### src/pkg/hbp_pkg.sv
// shared constants and types for the host bus and interrupt-acknowledge port
package hbp_pkg;

    localparam int ADDR_W = 7;
    localparam int DATA_W = 8;

    // global configuration register: acknowledge delay field
    localparam int ACK_SEL_MSB = 7;
    localparam int ACK_SEL_LSB = 6;

    // acknowledge delay, counted in reference clock edges (both edges count)
    localparam logic [2:0] ACK_EDGES_HALF = 3'h2;
    localparam logic [2:0] ACK_EDGES_ONE = 3'h3;
    localparam logic [2:0] ACK_EDGES_THREE = 3'h6;

    // register addresses touched by the context redirect
    localparam logic [6:0] GLOBAL_FIFO_BYTE_COUNT_ADDR = 7'h3c;
    localparam logic [6:0] RX_BYTE_COUNT_ADDR = 7'h2c;
    localparam logic [6:0] TX_BYTE_COUNT_ADDR = 7'h2d;

    // interrupt type codes held in the context
    localparam logic [2:0] INTR_TYPE_NONE = 3'h0;
    localparam logic [2:0] INTR_TYPE_RX = 3'h1;
    localparam logic [2:0] INTR_TYPE_TX = 3'h2;

    localparam logic [7:0] CTX_RESET = 8'h00;
    localparam logic [7:0] FIXED_VECTOR = 8'h0f;
    localparam logic [7:0] DATA_RESET = 8'h00;

    // current interrupt context, also the arbitration result format
    typedef struct packed {
        logic [2:0] intrType;
        logic chan;
        logic [3:0] fillLevel;
    } hbp_ctx_t;

    // interrupt control bits that shape the vector
    typedef struct packed {
        logic vecFromReg;
        logic modType;
        logic modChan;
    } hbp_intr_ctrl_t;

    // request to the register file behind the port
    typedef struct packed {
        logic [6:0] addr;
        logic [7:0] wdata;
        logic wrStb;
        logic rdStb;
    } hbp_reg_req_t;

    typedef enum {
        ST_IDLE,
        ST_WAIT,
        ST_ACK
    } hbp_ack_state_t;

endpackage

### src/rtl/hbp_sync.sv
// two-flop synchroniser for a vector of asynchronous pin inputs
module hbp_sync #(
    parameter int WIDTH = 1,
    parameter logic [WIDTH-1:0] INIT = '1
) (
    input wire logic sys_clk,
    input wire logic rst_b,
    input wire logic clkEn,
    input wire logic [WIDTH-1:0] asyncIn,
    output logic [WIDTH-1:0] syncOut
);

    logic [WIDTH-1:0] meta_r;

    always_ff @(posedge sys_clk) begin
        if (!rst_b) begin
            meta_r <= INIT;
            syncOut <= INIT;
        end else if (clkEn) begin
            meta_r <= asyncIn;
            syncOut <= meta_r;
        end
    end

endmodule // hbp_sync

### src/rtl/hbp_host_bus_intack_port.sv
// parallel host bus port with interrupt-acknowledge cycle and context capture
// Function
// - strobe style when select pin high/open; acknowledge pin never driven
// - select pin low gives acknowledge style; writes go with acknowledge assertion
// - strobe style write latched when chip select or write strobe rises first
// - strobe style read drives bus while both low, floats on first rise
// - acknowledge style write is chip select low with read/write low, taken at ack
// - acknowledge style write stored on chip select rise or ack fall, first
// - acknowledge style read driven while selected and read, valid by ack, floats on deselect
// - interrupt acknowledge places plain or context-modified vector on bus
// - interrupt acknowledge in acknowledge style also produces an ack cycle
// - seven-bit address, eight-bit bidirectional data bus
// - ack delay picked by two-bit config field, one to three reference periods
// - shortest ack delay is two reference clock edges
// - deselect before ack abandons ack; access finishes with strobe timing
// - acknowledge pin released after each cycle until the next one
// - interrupt acknowledge or refresh command captures latest arbitration result
// - captured context held until next interrupt acknowledge or refresh
// - vector fixed or from register; optionally embeds type and channel
// - global byte count address redirected by captured context
// - capture with no interrupt asserted loads zero context
// - zero interrupt type means nothing needs service
module hbp_host_bus_intack_port (
    input wire logic sys_clk,
    input wire logic rst_b,
    input wire logic clkEn,
    input wire logic bus_style_select,
    input wire logic chip_select_n,
    input wire logic read_strobe_n,
    input wire logic write_strobe_n,
    input wire logic read_not_write,
    input wire logic intr_ack_n,
    input wire logic ref_clock_in,
    input wire logic [6:0] addrIn,
    input wire logic [7:0] dataIn,
    output logic [7:0] dataOut,
    output logic dataOe,
    output logic dataAckNOut,
    output logic dataAckNOe,
    input wire logic [7:0] global_chip_config,
    input wire hbp_pkg::hbp_intr_ctrl_t intr_control,
    input wire logic [7:0] intrVectorReg,
    input wire logic arbValid,
    input wire hbp_pkg::hbp_ctx_t arbResult,
    input wire logic refresh_context_cmd,
    output hbp_pkg::hbp_ctx_t current_intr_context,
    output logic serviceNeeded,
    output hbp_pkg::hbp_reg_req_t regReq,
    input wire logic [7:0] regRdData
);

    localparam int CTL_W = 7;
    localparam int BUS_W = hbp_pkg::ADDR_W + hbp_pkg::DATA_W;

    logic [CTL_W-1:0] ctlSync;
    logic [BUS_W-1:0] busSync;
    logic styleSync;
    logic csActS;
    logic rdActS;
    logic wrActS;
    logic rnwS;
    logic iackActS;
    logic refSync;
    logic [6:0] addrS;
    logic [7:0] dataS;

    // all pin inputs, the reference clock among them, cross through two flops
    hbp_sync #(
        .WIDTH(CTL_W),
        .INIT(7'h7f)
    ) u_ctl_sync (
        .sys_clk(sys_clk),
        .rst_b(rst_b),
        .clkEn(clkEn),
        .asyncIn({bus_style_select, chip_select_n, read_strobe_n, write_strobe_n,
                  read_not_write, intr_ack_n, ref_clock_in}),
        .syncOut(ctlSync)
    );

    hbp_sync #(
        .WIDTH(BUS_W),
        .INIT('0)
    ) u_bus_sync (
        .sys_clk(sys_clk),
        .rst_b(rst_b),
        .clkEn(clkEn),
        .asyncIn({addrIn, dataIn}),
        .syncOut(busSync)
    );

    assign styleSync = ctlSync[6];
    assign csActS = !ctlSync[5];
    assign rdActS = !ctlSync[4];
    assign wrActS = !ctlSync[3];
    assign rnwS = ctlSync[2];
    assign iackActS = !ctlSync[1];
    assign refSync = ctlSync[0];
    assign addrS = busSync[14:8];
    assign dataS = busSync[7:0];

    logic ackStyle_r;
    logic csPrev_r;
    logic iackPrev_r;
    logic refPrev_r;
    logic wrCondPrev_r;
    logic rdCondPrev_r;
    logic refEdge;
    logic csRise;
    logic csFall;
    logic iackFall;
    logic wrCond;
    logic rdCond;
    logic [7:0] wrData_r;
    logic [6:0] wrAddr_r;

    assign refEdge = refSync ^ refPrev_r;
    assign csFall = csActS && !csPrev_r;
    assign csRise = !csActS && csPrev_r;
    assign iackFall = iackActS && !iackPrev_r;
    // strobe style conditions; in acknowledge style the read/write line qualifies
    assign wrCond = ackStyle_r ? (csActS && !rnwS) : (csActS && wrActS);
    assign rdCond = ackStyle_r ? (csActS && rnwS) : (csActS && rdActS);

    always_ff @(posedge sys_clk) begin
        if (!rst_b) begin
            csPrev_r <= 1'b0;
            iackPrev_r <= 1'b0;
            // matches the synchroniser's reset level, so no false reference edge follows reset
            refPrev_r <= 1'b1;
            wrCondPrev_r <= 1'b0;
            rdCondPrev_r <= 1'b0;
        end else if (clkEn) begin
            csPrev_r <= csActS;
            iackPrev_r <= iackActS;
            refPrev_r <= refSync;
            wrCondPrev_r <= wrCond;
            rdCondPrev_r <= rdCond;
        end
    end

    // style follows the pin only between accesses, so a cycle never changes style midway
    always_ff @(posedge sys_clk) begin
        if (!rst_b) begin
            ackStyle_r <= 1'b0;
        end else if (clkEn && !csActS && !iackActS && !csPrev_r && !iackPrev_r) begin
            ackStyle_r <= !styleSync;
        end
    end

    // write address and data tracked while the write condition holds,
    // so the value from before the terminating edge is the one stored
    always_ff @(posedge sys_clk) begin
        if (!rst_b) begin
            wrData_r <= hbp_pkg::DATA_RESET;
            wrAddr_r <= '0;
        end else if (clkEn && wrCond) begin
            wrData_r <= dataS;
            wrAddr_r <= addrS;
        end
    end

    // ---------------- acknowledge cycle ----------------
    hbp_pkg::hbp_ack_state_t ackState_r;
    logic [2:0] edgeCnt_r;
    logic [2:0] edgeTarget;
    logic ackWrPulse;
    logic ackAbandonWr;
    logic cycleActive;

    assign cycleActive = csActS || iackActS;

    always_comb begin
        unique case (global_chip_config[hbp_pkg::ACK_SEL_MSB:hbp_pkg::ACK_SEL_LSB])
            2'h0: edgeTarget = hbp_pkg::ACK_EDGES_HALF;
            2'h1: edgeTarget = hbp_pkg::ACK_EDGES_ONE;
            default: edgeTarget = hbp_pkg::ACK_EDGES_THREE;
        endcase
    end

    // the delay counts reference edges seen after the synchronised start of the
    // cycle; the synchroniser adds up to two system clocks, which stays well
    // below one reference half period at the supported clock ratios
    always_ff @(posedge sys_clk) begin
        if (!rst_b) begin
            ackState_r <= hbp_pkg::ST_IDLE;
            edgeCnt_r <= 3'h0;
        end else if (clkEn) begin
            unique case (ackState_r)
                hbp_pkg::ST_IDLE: begin
                    // counter cleared while idle so every cycle starts from zero
                    edgeCnt_r <= 3'h0;
                    if (ackStyle_r && (csFall || iackFall)) begin
                        ackState_r <= hbp_pkg::ST_WAIT;
                    end
                end
                hbp_pkg::ST_WAIT: begin
                    // a deselect before the ack ends the cycle with strobe timing
                    if (!cycleActive) begin
                        ackState_r <= hbp_pkg::ST_IDLE;
                    end else if (refEdge) begin
                        edgeCnt_r <= edgeCnt_r + 3'h1;
                        if (edgeCnt_r + 3'h1 >= edgeTarget) begin
                            ackState_r <= hbp_pkg::ST_ACK;
                        end
                    end
                end
                hbp_pkg::ST_ACK: begin
                    // ack stands until both select and interrupt acknowledge are gone
                    if (!cycleActive) begin
                        ackState_r <= hbp_pkg::ST_IDLE;
                    end
                end
            endcase
        end
    end

    // the write is taken at whichever comes first: ack or deselect
    assign ackWrPulse = (ackState_r == hbp_pkg::ST_WAIT) && cycleActive && refEdge &&
                        (edgeCnt_r + 3'h1 >= edgeTarget) && wrCond;

    // deselect first: the data held before the rise is the one stored
    assign ackAbandonWr = (ackState_r == hbp_pkg::ST_WAIT) && csRise && wrCondPrev_r;

    // open drain: only ever pulls low, and only in acknowledge style
    assign dataAckNOut = 1'b0;

    // the enable alone carries the pin; the pull-up gives the released level
    assign dataAckNOe = ackStyle_r && (ackState_r == hbp_pkg::ST_ACK);

    // ---------------- register requests ----------------
    logic strobeWrPulse;
    logic writeNow;
    logic readStart;
    logic [6:0] rdAddr;
    logic [6:0] effAddr;

    // strobe style: write ends at the first rise of select or write strobe
    assign strobeWrPulse = !ackStyle_r && wrCondPrev_r && !wrCond;
    assign writeNow = strobeWrPulse || ackWrPulse || ackAbandonWr;
    // one request per read condition; the vector read needs none
    assign readStart = rdCond && !rdCondPrev_r && !iackActS;
    assign rdAddr = writeNow ? wrAddr_r : addrS;

    // the global byte count address points at whichever fifo the context names
    always_comb begin
        effAddr = rdAddr;
        if (rdAddr == hbp_pkg::GLOBAL_FIFO_BYTE_COUNT_ADDR) begin
            if (current_intr_context.intrType == hbp_pkg::INTR_TYPE_RX) begin
                effAddr = hbp_pkg::RX_BYTE_COUNT_ADDR;
            end else if (current_intr_context.intrType == hbp_pkg::INTR_TYPE_TX) begin
                effAddr = hbp_pkg::TX_BYTE_COUNT_ADDR;
            end
        end
    end

    always_ff @(posedge sys_clk) begin
        if (!rst_b) begin
            regReq <= '0;
        end else if (clkEn) begin
            regReq.addr <= effAddr;
            regReq.wdata <= ackWrPulse ? dataS : wrData_r;
            regReq.wrStb <= writeNow;
            regReq.rdStb <= readStart && !writeNow;
        end
    end

    // ---------------- interrupt context ----------------
    logic capture;

    // capture on the synchronised fall only, so a long acknowledge captures once
    assign capture = iackFall || refresh_context_cmd;

    always_ff @(posedge sys_clk) begin
        if (!rst_b) begin
            current_intr_context <= hbp_pkg::CTX_RESET;
        end else if (clkEn && capture) begin
            if (arbValid) begin
                current_intr_context <= arbResult;
            end else begin
                current_intr_context <= hbp_pkg::CTX_RESET;
            end
        end
    end

    // derived from the held context, so it changes only at a capture
    assign serviceNeeded = current_intr_context.intrType != hbp_pkg::INTR_TYPE_NONE;

    logic [7:0] vector;

    // type lands in bits 3:1 and channel in bit 0 when modification is on
    always_comb begin
        vector = intr_control.vecFromReg ? intrVectorReg : hbp_pkg::FIXED_VECTOR;
        if (intr_control.modType) begin
            vector[3:1] = current_intr_context.intrType;
        end
        if (intr_control.modChan) begin
            vector[0] = current_intr_context.chan;
        end
    end

    // ---------------- read data ----------------
    logic rdPending_r;
    logic vecPending_r;

    // register file answers one cycle after the read strobe;
    // the vector waits one cycle so it sees the freshly captured context
    always_ff @(posedge sys_clk) begin
        if (!rst_b) begin
            rdPending_r <= 1'b0;
            vecPending_r <= 1'b0;
        end else if (clkEn) begin
            rdPending_r <= regReq.rdStb;
            vecPending_r <= iackFall;
        end
    end

    always_ff @(posedge sys_clk) begin
        if (!rst_b) begin
            dataOut <= hbp_pkg::DATA_RESET;
        end else if (clkEn) begin
            if (vecPending_r) begin
                dataOut <= vector;
            end else if (rdPending_r) begin
                dataOut <= regRdData;
            end
        end
    end

    // register data ready three cycles after the read begins, the vector two; well before the earliest ack
    assign dataOe = iackActS || rdCond;

endmodule // hbp_host_bus_intack_port

### config.mk
export PLATFORM = sky130hd
export DESIGN_NAME = hbp_host_bus_intack_port
export DESIGN_NICKNAME = d
export VERILOG_FILES = /design/src/pkg/hbp_pkg.sv /design/src/rtl/hbp_sync.sv /design/src/rtl/hbp_host_bus_intack_port.sv
export SDC_FILE = /design/constraint.sdc
export NUM_CORES = 1
export LEC_CHECK = 0
export BUFFER_PORTS_ARGS = -buffer_cell sky130_fd_sc_hd__buf_2
export CORE_MARGIN = 8
export CORE_UTILIZATION = 45
export CTS_CLUSTER_DIAMETER = 50
export DETAILED_ROUTE_END_ITERATION = 12
export PLACE_DENSITY = 0.76
export RECOVER_POWER = 50
export SETUP_SLACK_MARGIN = 0.2
export SYNTH_ARGS = -nofsm -noshare
export SYNTH_HDL_FRONTEND = slang
export SYNTH_SLANG_ARGS = --single-unit
export TNS_END_PERCENT = 1
### constraint.sdc
create_clock -name sys_clk -period 3.17 [get_ports sys_clk]
set_clock_uncertainty 0.1 [all_clocks]
set_input_delay 0.7925 -clock sys_clk [delete_from_list [all_inputs] [get_ports sys_clk]]
set_output_delay 0.7925 -clock sys_clk [all_outputs]
set_load 0.05 [all_outputs]
==> results of run 1 <==
cells in the mapped netlist (4+ instances only):
library cell | instances | area [sq um]
sky130_fd_sc_hd__a211oi_1 | 14 | 105.1
sky130_fd_sc_hd__a21oi_1 | 19 | 95.09
sky130_fd_sc_hd__a311oi_1 | 4 | 35.03
sky130_fd_sc_hd__and2_1 | 4 | 25.02
sky130_fd_sc_hd__buf_1 | 7 | 26.28
sky130_fd_sc_hd__clkbuf_1 | 16 | 60.06
sky130_fd_sc_hd__dfxtp_1 | 105 | 2102
sky130_fd_sc_hd__ha_1 | 6 | 75.07
sky130_fd_sc_hd__inv_1 | 5 | 18.77
sky130_fd_sc_hd__mux2i_1 | 85 | 850.8
sky130_fd_sc_hd__nand2_1 | 39 | 146.4
sky130_fd_sc_hd__nand2b_1 | 6 | 37.54
sky130_fd_sc_hd__nand3_1 | 16 | 80.08
sky130_fd_sc_hd__nor2_1 | 83 | 311.6
sky130_fd_sc_hd__nor2b_1 | 5 | 31.28
sky130_fd_sc_hd__o21ai_0 | 15 | 75.07
through the flow:
step / power [mW] / instances / area [sq um] / utilization [%] / worst slack, ns
floorplan: 1.595 / 458 / 4285 / - / 0.5808
global placement: 1.673 / 659 / 4863 / 52.63 / 0.3947
detailed placement: 1.681 / 659 / 4863 / 52.63 / 0.3019
CTS: 2.629 / 675 / 5100 / 55.19 / 0.5953
global route: 2.699 / 675 / 5077 / 54.95 / 0.3395
finish: 2.597 / 675 / 5077 / 54.95 / 0.5152
state kept, by name (all words and copies together) (netlist names), 8 cells and up:
signal / flops
u_bus_sync.syncOut: 15
dataOut: 8
regReq: 17
wrData_r: 8
current_intr_context: 8
u_bus_sync.meta_r: 15
worst min-delay path, stage by stage, from the launching register on:
cell and delay [ns]:
sky130_fd_sc_hd__dfxtp_1 0.32, sky130_fd_sc_hd__nand2_1 0.05, sky130_fd_sc_hd__a21oi_1 0.05
path summary, 6_finish.rpt:
kind	startpoint	to	slack [ns]	cells past startpoint
min	current_intr_context[1]	current_intr_context[1]	0.36	2
max	rst_b	wrData_r[7]	0.52	4
min reg2reg	current_intr_context[1]	current_intr_context[1]	0.36	2
max reg2reg	edgeCnt_r[0]	regReq[10]	0.61	9
layer usage:
metal,vias up,GRT usage (%),wire [microns]
li1,1745,-,-
met1,1575,17.39,4259
met2,71,26.04,4677
met3,14,4.596,478
met4,0,3.819,135
met5,-,0,0
cell usage in the layout (no fill, tap or decap), types with 3 or more instances in the layout:
cell and n:
sky130_fd_sc_hd__nor2_1 83, sky130_fd_sc_hd__ha_1 6, sky130_fd_sc_hd__dfxtp_1 105, sky130_fd_sc_hd__and2_1 4, sky130_fd_sc_hd__or3_1 3, sky130_fd_sc_hd__nor2b_1 5
sky130_fd_sc_hd__clkbuf_8 9, sky130_fd_sc_hd__buf_4 5, sky130_fd_sc_hd__nand2b_1 6, sky130_fd_sc_hd__nand2_1 39, sky130_fd_sc_hd__a311oi_1 4, sky130_fd_sc_hd__inv_1 6
sky130_fd_sc_hd__nand3_1 16, sky130_fd_sc_hd__nor3_1 3, sky130_fd_sc_hd__buf_2 90, sky130_fd_sc_hd__mux2i_1 85, sky130_fd_sc_hd__o21ai_0 15, sky130_fd_sc_hd__a211oi_1 14
sky130_fd_sc_hd__a21oi_1 19
final cells by class:
class,count,area (sq um)
Fill cell,832,4163
Multi-Input combinational cell,321,2054
Timing Repair Buffer,98,500.5
Clock buffer,9,123.9
Clock inverter,7,112.6
Inverter,6,22.52
Tap cell,129,161.4
Sequential cell,105,2102
kinds of logic after synthesis:
kind of cell    count (synthesis)
mux                            85
xor+xnor                        3
compound gates                 61
other cells                     1
buf+inv                        32
fa+ha+maj                       6
simple gates                  165
flops                         105
power breakdown:
group	internal (mW)	switching [mW]
clock network	0.463	0.488
logic	0.0918	0.163
registers	1.36	0.0300
total	1.92	0.681
==> run_results.csv, run 1 <==
group,metric,value,unit
yosys,syn_inst,458,
power_and_ir_drop,leakage,2.269,nW
worst_setup_path,cp.buffers_inverters,3,
yosys,synthesized_area_fraction_occupied_by_xor_and_xnor_cells,0.6131,%
floorplan,core_area,9240,sq um
worst_setup_path,worst-endpoint-required,3.30,ns
floorplan,boundaryPins,99,
global_routing,vias_in_the_first_global_route,3412,
floorplan,row_count,35,
yosys,ys_warn_count,0,
hold_path,worstHoldPathType,"flop to flop",
yosys,synth-simple-area-share,16.61,%
layout,syn2layout_area_growth,18.48,%
clocking,cts_setup_buffers,0,
global_routing,grt_max_degree,56,
drt,post-route-drc-count,0,
floorplan,die_area,12900,sq um
worst_setup_path,timing.critical_path.slowest_stage_cell,"sky130_fd_sc_hd__inv_1",
floorplan,die-height,113.6,microns
global_routing,grt_antenna_before_repair,0,
clocking,clock_tree_from_tritoncts,"done",
worst_setup_path,cp_max_fo,44,
yosys,yosysSeqAreaShare,49.05,%
placement,dp_hpwl,6860,microns
drt,firstDrtPassIters,4,
clocking,cts-hold-fix-buffers,0,
yosys,synthesis.nets,526,
clocking,cts-resized-gates,0,
timing,post-route-min-period,2.655,ns
flow_run,max-cap-violations,0,
timing,slew_violations,0,
placement,gp_congestion,0.7992,
drt,final_ant_viol_nets,0,
yosys,synth_top_family_by_area,"multiplexers",
timing,min_period_over_period,83.75,%
global_routing,grt_pass1_wl,16010,microns
timing,final-hold-violation-count,0,
yosys,synth_ff_type,"sky130_fd_sc_hd__dfxtp_1",
worst_setup_path,timing.setup.critical_path_class,"input pin to flop",
worst_setup_path,critPathMaxStageDelay,0.89,ns
global_routing,track_usage,14.95,%
yosys,synth_area,4285,sq um
floorplan,die_x,113.6,microns
worst_setup_path,critPathTopFamily,"buffers and inverters",
worst_setup_path,worst_setup_path_start_kind,"input pin",
drt,routed_vias,3405,
drt,detail_route.wirelength,9550,microns
timing,setup_viol,0,
clocking,clock_sink_count,105,
clocking,cts_inserted_buffers,9,
floorplan,initial_core_util,46.38,%
clocking,cts.htree.levels,3,
yosys,syn_avg_cell_area,9.357,sq um
layout,final_net_count,609,
placement,port_buffers,91,
clocking,clk_transition_reported_paths,0.11,ns
worst_setup_path,worst_setup_path_end_kind,"flop",
clocking,clock_latency,0.37,ns
yosys,adder_cell_share_of_the_synthesized_area,1.752,%
power_and_ir_drop,vdd_ir_drop_max,0.3504,mV
worst_setup_path,worst-endpoint-arrival,2.78,ns
power_and_ir_drop,power.density,511.4,nW/um^2
yosys,synthesized_area_fraction_occupied_by_ao_oa_aoi_and_oai_cells,9.022,%
run_status,outcome,"completed",
clocking,clock_path_buffers,2,
timing,fmax,376.7,MHz
yosys,number_of_synthesized_flops_with_an_enable_pin,0,
worst_setup_path,critical_path.cell_chain,"buf_2, inv_1, clkbuf_2, nor2_1",
timing,tightest_slew,1.431,ns
layout,antenna_cells,0,
timing,finalHoldWorstSlack,0.3606,ns
timing,max-slew-margin-rel,4.584,%
drt,post_drt_wl_per_cell,14.15,microns
layout,final_layout_size_suffix_gt1_share,20.88,%
yosys,synthArstFlopShare,0,%
drt,drtIter0Drc,161,
yosys,yosys-mux-area-fraction,19.85,%
timing,setup_total_negative_slack,0,ns
timing,rsz0062_at_grt,"false",
drt,drt-vias-per-instance,5.044,
yosys,yosys.cell_types.count,38,
global_routing,total_global_routing_overflow,0,
yosys,ys_ff_latch,105,
clocking,cts_root_buffer,"sky130_fd_sc_hd__clkbuf_8",
(Power assumes the default switching activity.)
==> run 2, diff against run 1 <==
PLACE_DENSITY = 0.78   (was 0.76)
clock period = 2.4 ns   (was 3.17 ns; I/O delays follow)
==> run_results.csv, run 2 (same netlist as run 1, synthesis figures left out) <==
group,metric,value,unit
run_status,outcome,"completed",
layout,fin_cells,680,
power_and_ir_drop,internal-power,2.320,mW
power_and_ir_drop,share_seq_of_total_power,57.2,%
drt,firstDrtPassIters,4,
drt,detail_route.wirelength,9919,microns
clocking,cts.htree.levels,3,
floorplan,boundaryPins,99,
layout,layout_commonest_cell,"sky130_fd_sc_hd__dfxtp_1",
global_routing,track_usage,15.41,%
layout,final_layout_size_suffix_gt1_share,23.23,%
worst_setup_path,critPathMaxStageDelay,0.38,ns
timing,post-route-min-period,2.200,ns
worst_setup_path,regToRegStartpoint,"edgeCnt_r[0]",
power_and_ir_drop,switchingPower,0.8918,mW
power_and_ir_drop,power.share.combinational,10.7,%
timing,setup_total_negative_slack,0,ns
floorplan,die_x,113.6,microns
drt,final_ant_viol_nets,0,
power_and_ir_drop,p_sw_share,27.76,%
drt,drt-vias-per-instance,5.096,
clocking,cts_inserted_buffers,9,
power_and_ir_drop,leakage,2.279,nW
worst_setup_path,worst_setup_path_end_kind,"flop",
worst_setup_path,critPathTopFamily,"adder cells",
worst_setup_path,worst-endpoint-arrival,2.31,ns
power_and_ir_drop,clock_power_share,32.1,%
global_routing,grt_max_degree,83,
placement,dp_hpwl,7103,microns
layout,largestRegisters,"regReq (17), u_bus_sync.meta_r (15), u_bus_sync.syncOut (15)",
timing,rsz0062_at_grt,"true",
clocking,clock_sink_count,105,
drt,post_drt_wl_per_cell,14.59,microns
clocking,cts_root_buffer,"sky130_fd_sc_hd__clkbuf_8",
hold_path,min_delay_endpoint,"u_ctl_sync.meta_r[0]",
clocking,clock_latency,0.37,ns
worst_setup_path,critical_path.cell_chain,"ha_2, xor2_2, ha_1, a31oi_4, buf_4, nor2_2, buf_12, mux2i_1, a211oi_1",
worst_setup_path,worst-endpoint-required,2.51,ns
hold_path,hold_depth,3,
global_routing,grt_pass1_wl,16410,microns
floorplan,core_area,9240,sq um
worst_setup_path,ff2ff_path_depth,9,
layout,largest_register_ff_count,17,
global_routing,vias_in_the_first_global_route,3469,
placement,post_place_setup_slack,-0.08266,ns
layout,final_cell_mix,"104 x sky130_fd_sc_hd__dfxtp_1, 89 x sky130_fd_sc_hd__buf_2, 84 x sky130_fd_sc_hd__mux2i_1, 83 x sky130_fd_sc_hd__nor2_1, 39 x sky130_fd_sc_hd__nand2_1",
placement,gp_congestion,0.7920,
power_and_ir_drop,vdd_ir_drop_max,0.4181,mV
flow_run,max-cap-violations,0,
timing,finalWorstSetupSlack,0.1999,ns
worst_setup_path,cp_max_fo,8,
power_and_ir_drop,power.density,621.7,nW/um^2
layout,final_net_count,614,
drt,drtIter0Drc,226,
worst_setup_path,worst_setup_path_start_kind,"flop",
clocking,clock_tree_from_tritoncts,"done",
timing,setup_viol,0,
drt,routed_vias,3465,
worst_setup_path,cp.depth,9,
worst_setup_path,critPathLaunch,"edgeCnt_r[0]",
worst_setup_path,worst_flop_to_flop_path_endpoint,"regReq[4]",
layout,max_flop_register,"regReq",
timing,max-slew-margin-rel,17.23,%
global_routing,grt_antenna_before_repair,0,
hold_path,worstHoldPathType,"input pin to flop",
worst_setup_path,timing.setup.critical_path_class,"flop to flop",
clocking,clock_path_buffers,2,
timing,tightest_slew,1.242,ns
floorplan,die-height,113.6,microns
placement,placed_cells,664,
timing,min_period_over_period,91.67,%
floorplan,initial_core_util,46.38,%
hold_path,worstHoldStart,"ref_clock_in",
floorplan,die_area,12900,sq um
placement,port_buffers,91,
timing,fmax,454.5,MHz
global_routing,total_global_routing_overflow,0,
drt,post-route-drc-count,0,
worst_setup_path,r2r_slack,0.20,ns
clocking,cts_setup_buffers,0,
timing,slew_violations,0,
worst_setup_path,cp.buffers_inverters,2,
timing,final-hold-violation-count,0,
clocking,clk_transition_reported_paths,0.10,ns
worst_setup_path,timing.critical_path.slowest_stage_cell,"sky130_fd_sc_hd__dfxtp_4",
layout,syn2layout_area_growth,20.55,%
floorplan,row_count,35,
layout,antenna_cells,0,
## run 2: metrics by stage
step / hold WS, ns / power [mW] / util [%] / instance area, sq um
final: 0.3459 / 3.212 / 55.91 / 5166
after global routing: 0.3411 / 3.362 / 55.91 / 5166
after CTS: 0.3330 / 3.254 / 55.87 / 5162
after detailed placement: 0.3441 / 2.227 / 53.55 / 4949
after global placement: 0.3371 / 2.214 / 53.55 / 4949
after floorplan: 0.3344 / 2.108 / - / 4308
## run 2: final cells by class
class	count	area, sq um
fillers	842	4074
inverters	6	22.52
clock inverters	7	63.81
clock buffers	9	123.9
well taps	129	161.4
flip-flops and latches	105	2106
repair buffers	103	558.0
multi-input cells	321	2131
## run 2: routing by layer
metal  global-route usage, %  vias to the layer above  share of wire, %
li1                        -                     1755                 -
met1                   18.47                     1626                44
met2                   26.27                       71                50
met3                   4.226                       13               4.1
met4                   4.529                        0               1.5
met5                       0                        -                 0
## run 2: worst max-delay path by stage
stage	end	slack (ns)
final	regReq[4]	0.20
after global routing	wrData_r[0]	0.09
after CTS	ackState_r[0]	0.20
after detailed placement	regReq[10]	-0.08
after global placement	regReq[10]	-0.03
after floorplan	regReq[14]	0.13
## run 2: what timing repair did
item	CTS	global route
pin swaps	4	4
hold endpoints to repair	0	0
hold buffers	0	0
gates resized for setup	5	7
setup endpoints to repair	11	16
## run 2: tightest hold or removal path, cell delays in order
cell and delay, ns:
sky130_fd_sc_hd__buf_2 0.08, sky130_fd_sc_hd__mux2i_1 0.05, sky130_fd_sc_hd__nand2_1 0.06
## run 2: power groups by stage
stage	registers [mW]	clock network, mW	logic (mW)
floorplan	1.93	0	0.174
global placement	1.88	0	0.338
detailed placement	1.88	0	0.349
CTS	1.84	1.06	0.350
global route	1.85	1.14	0.375
finish	1.84	1.03	0.343
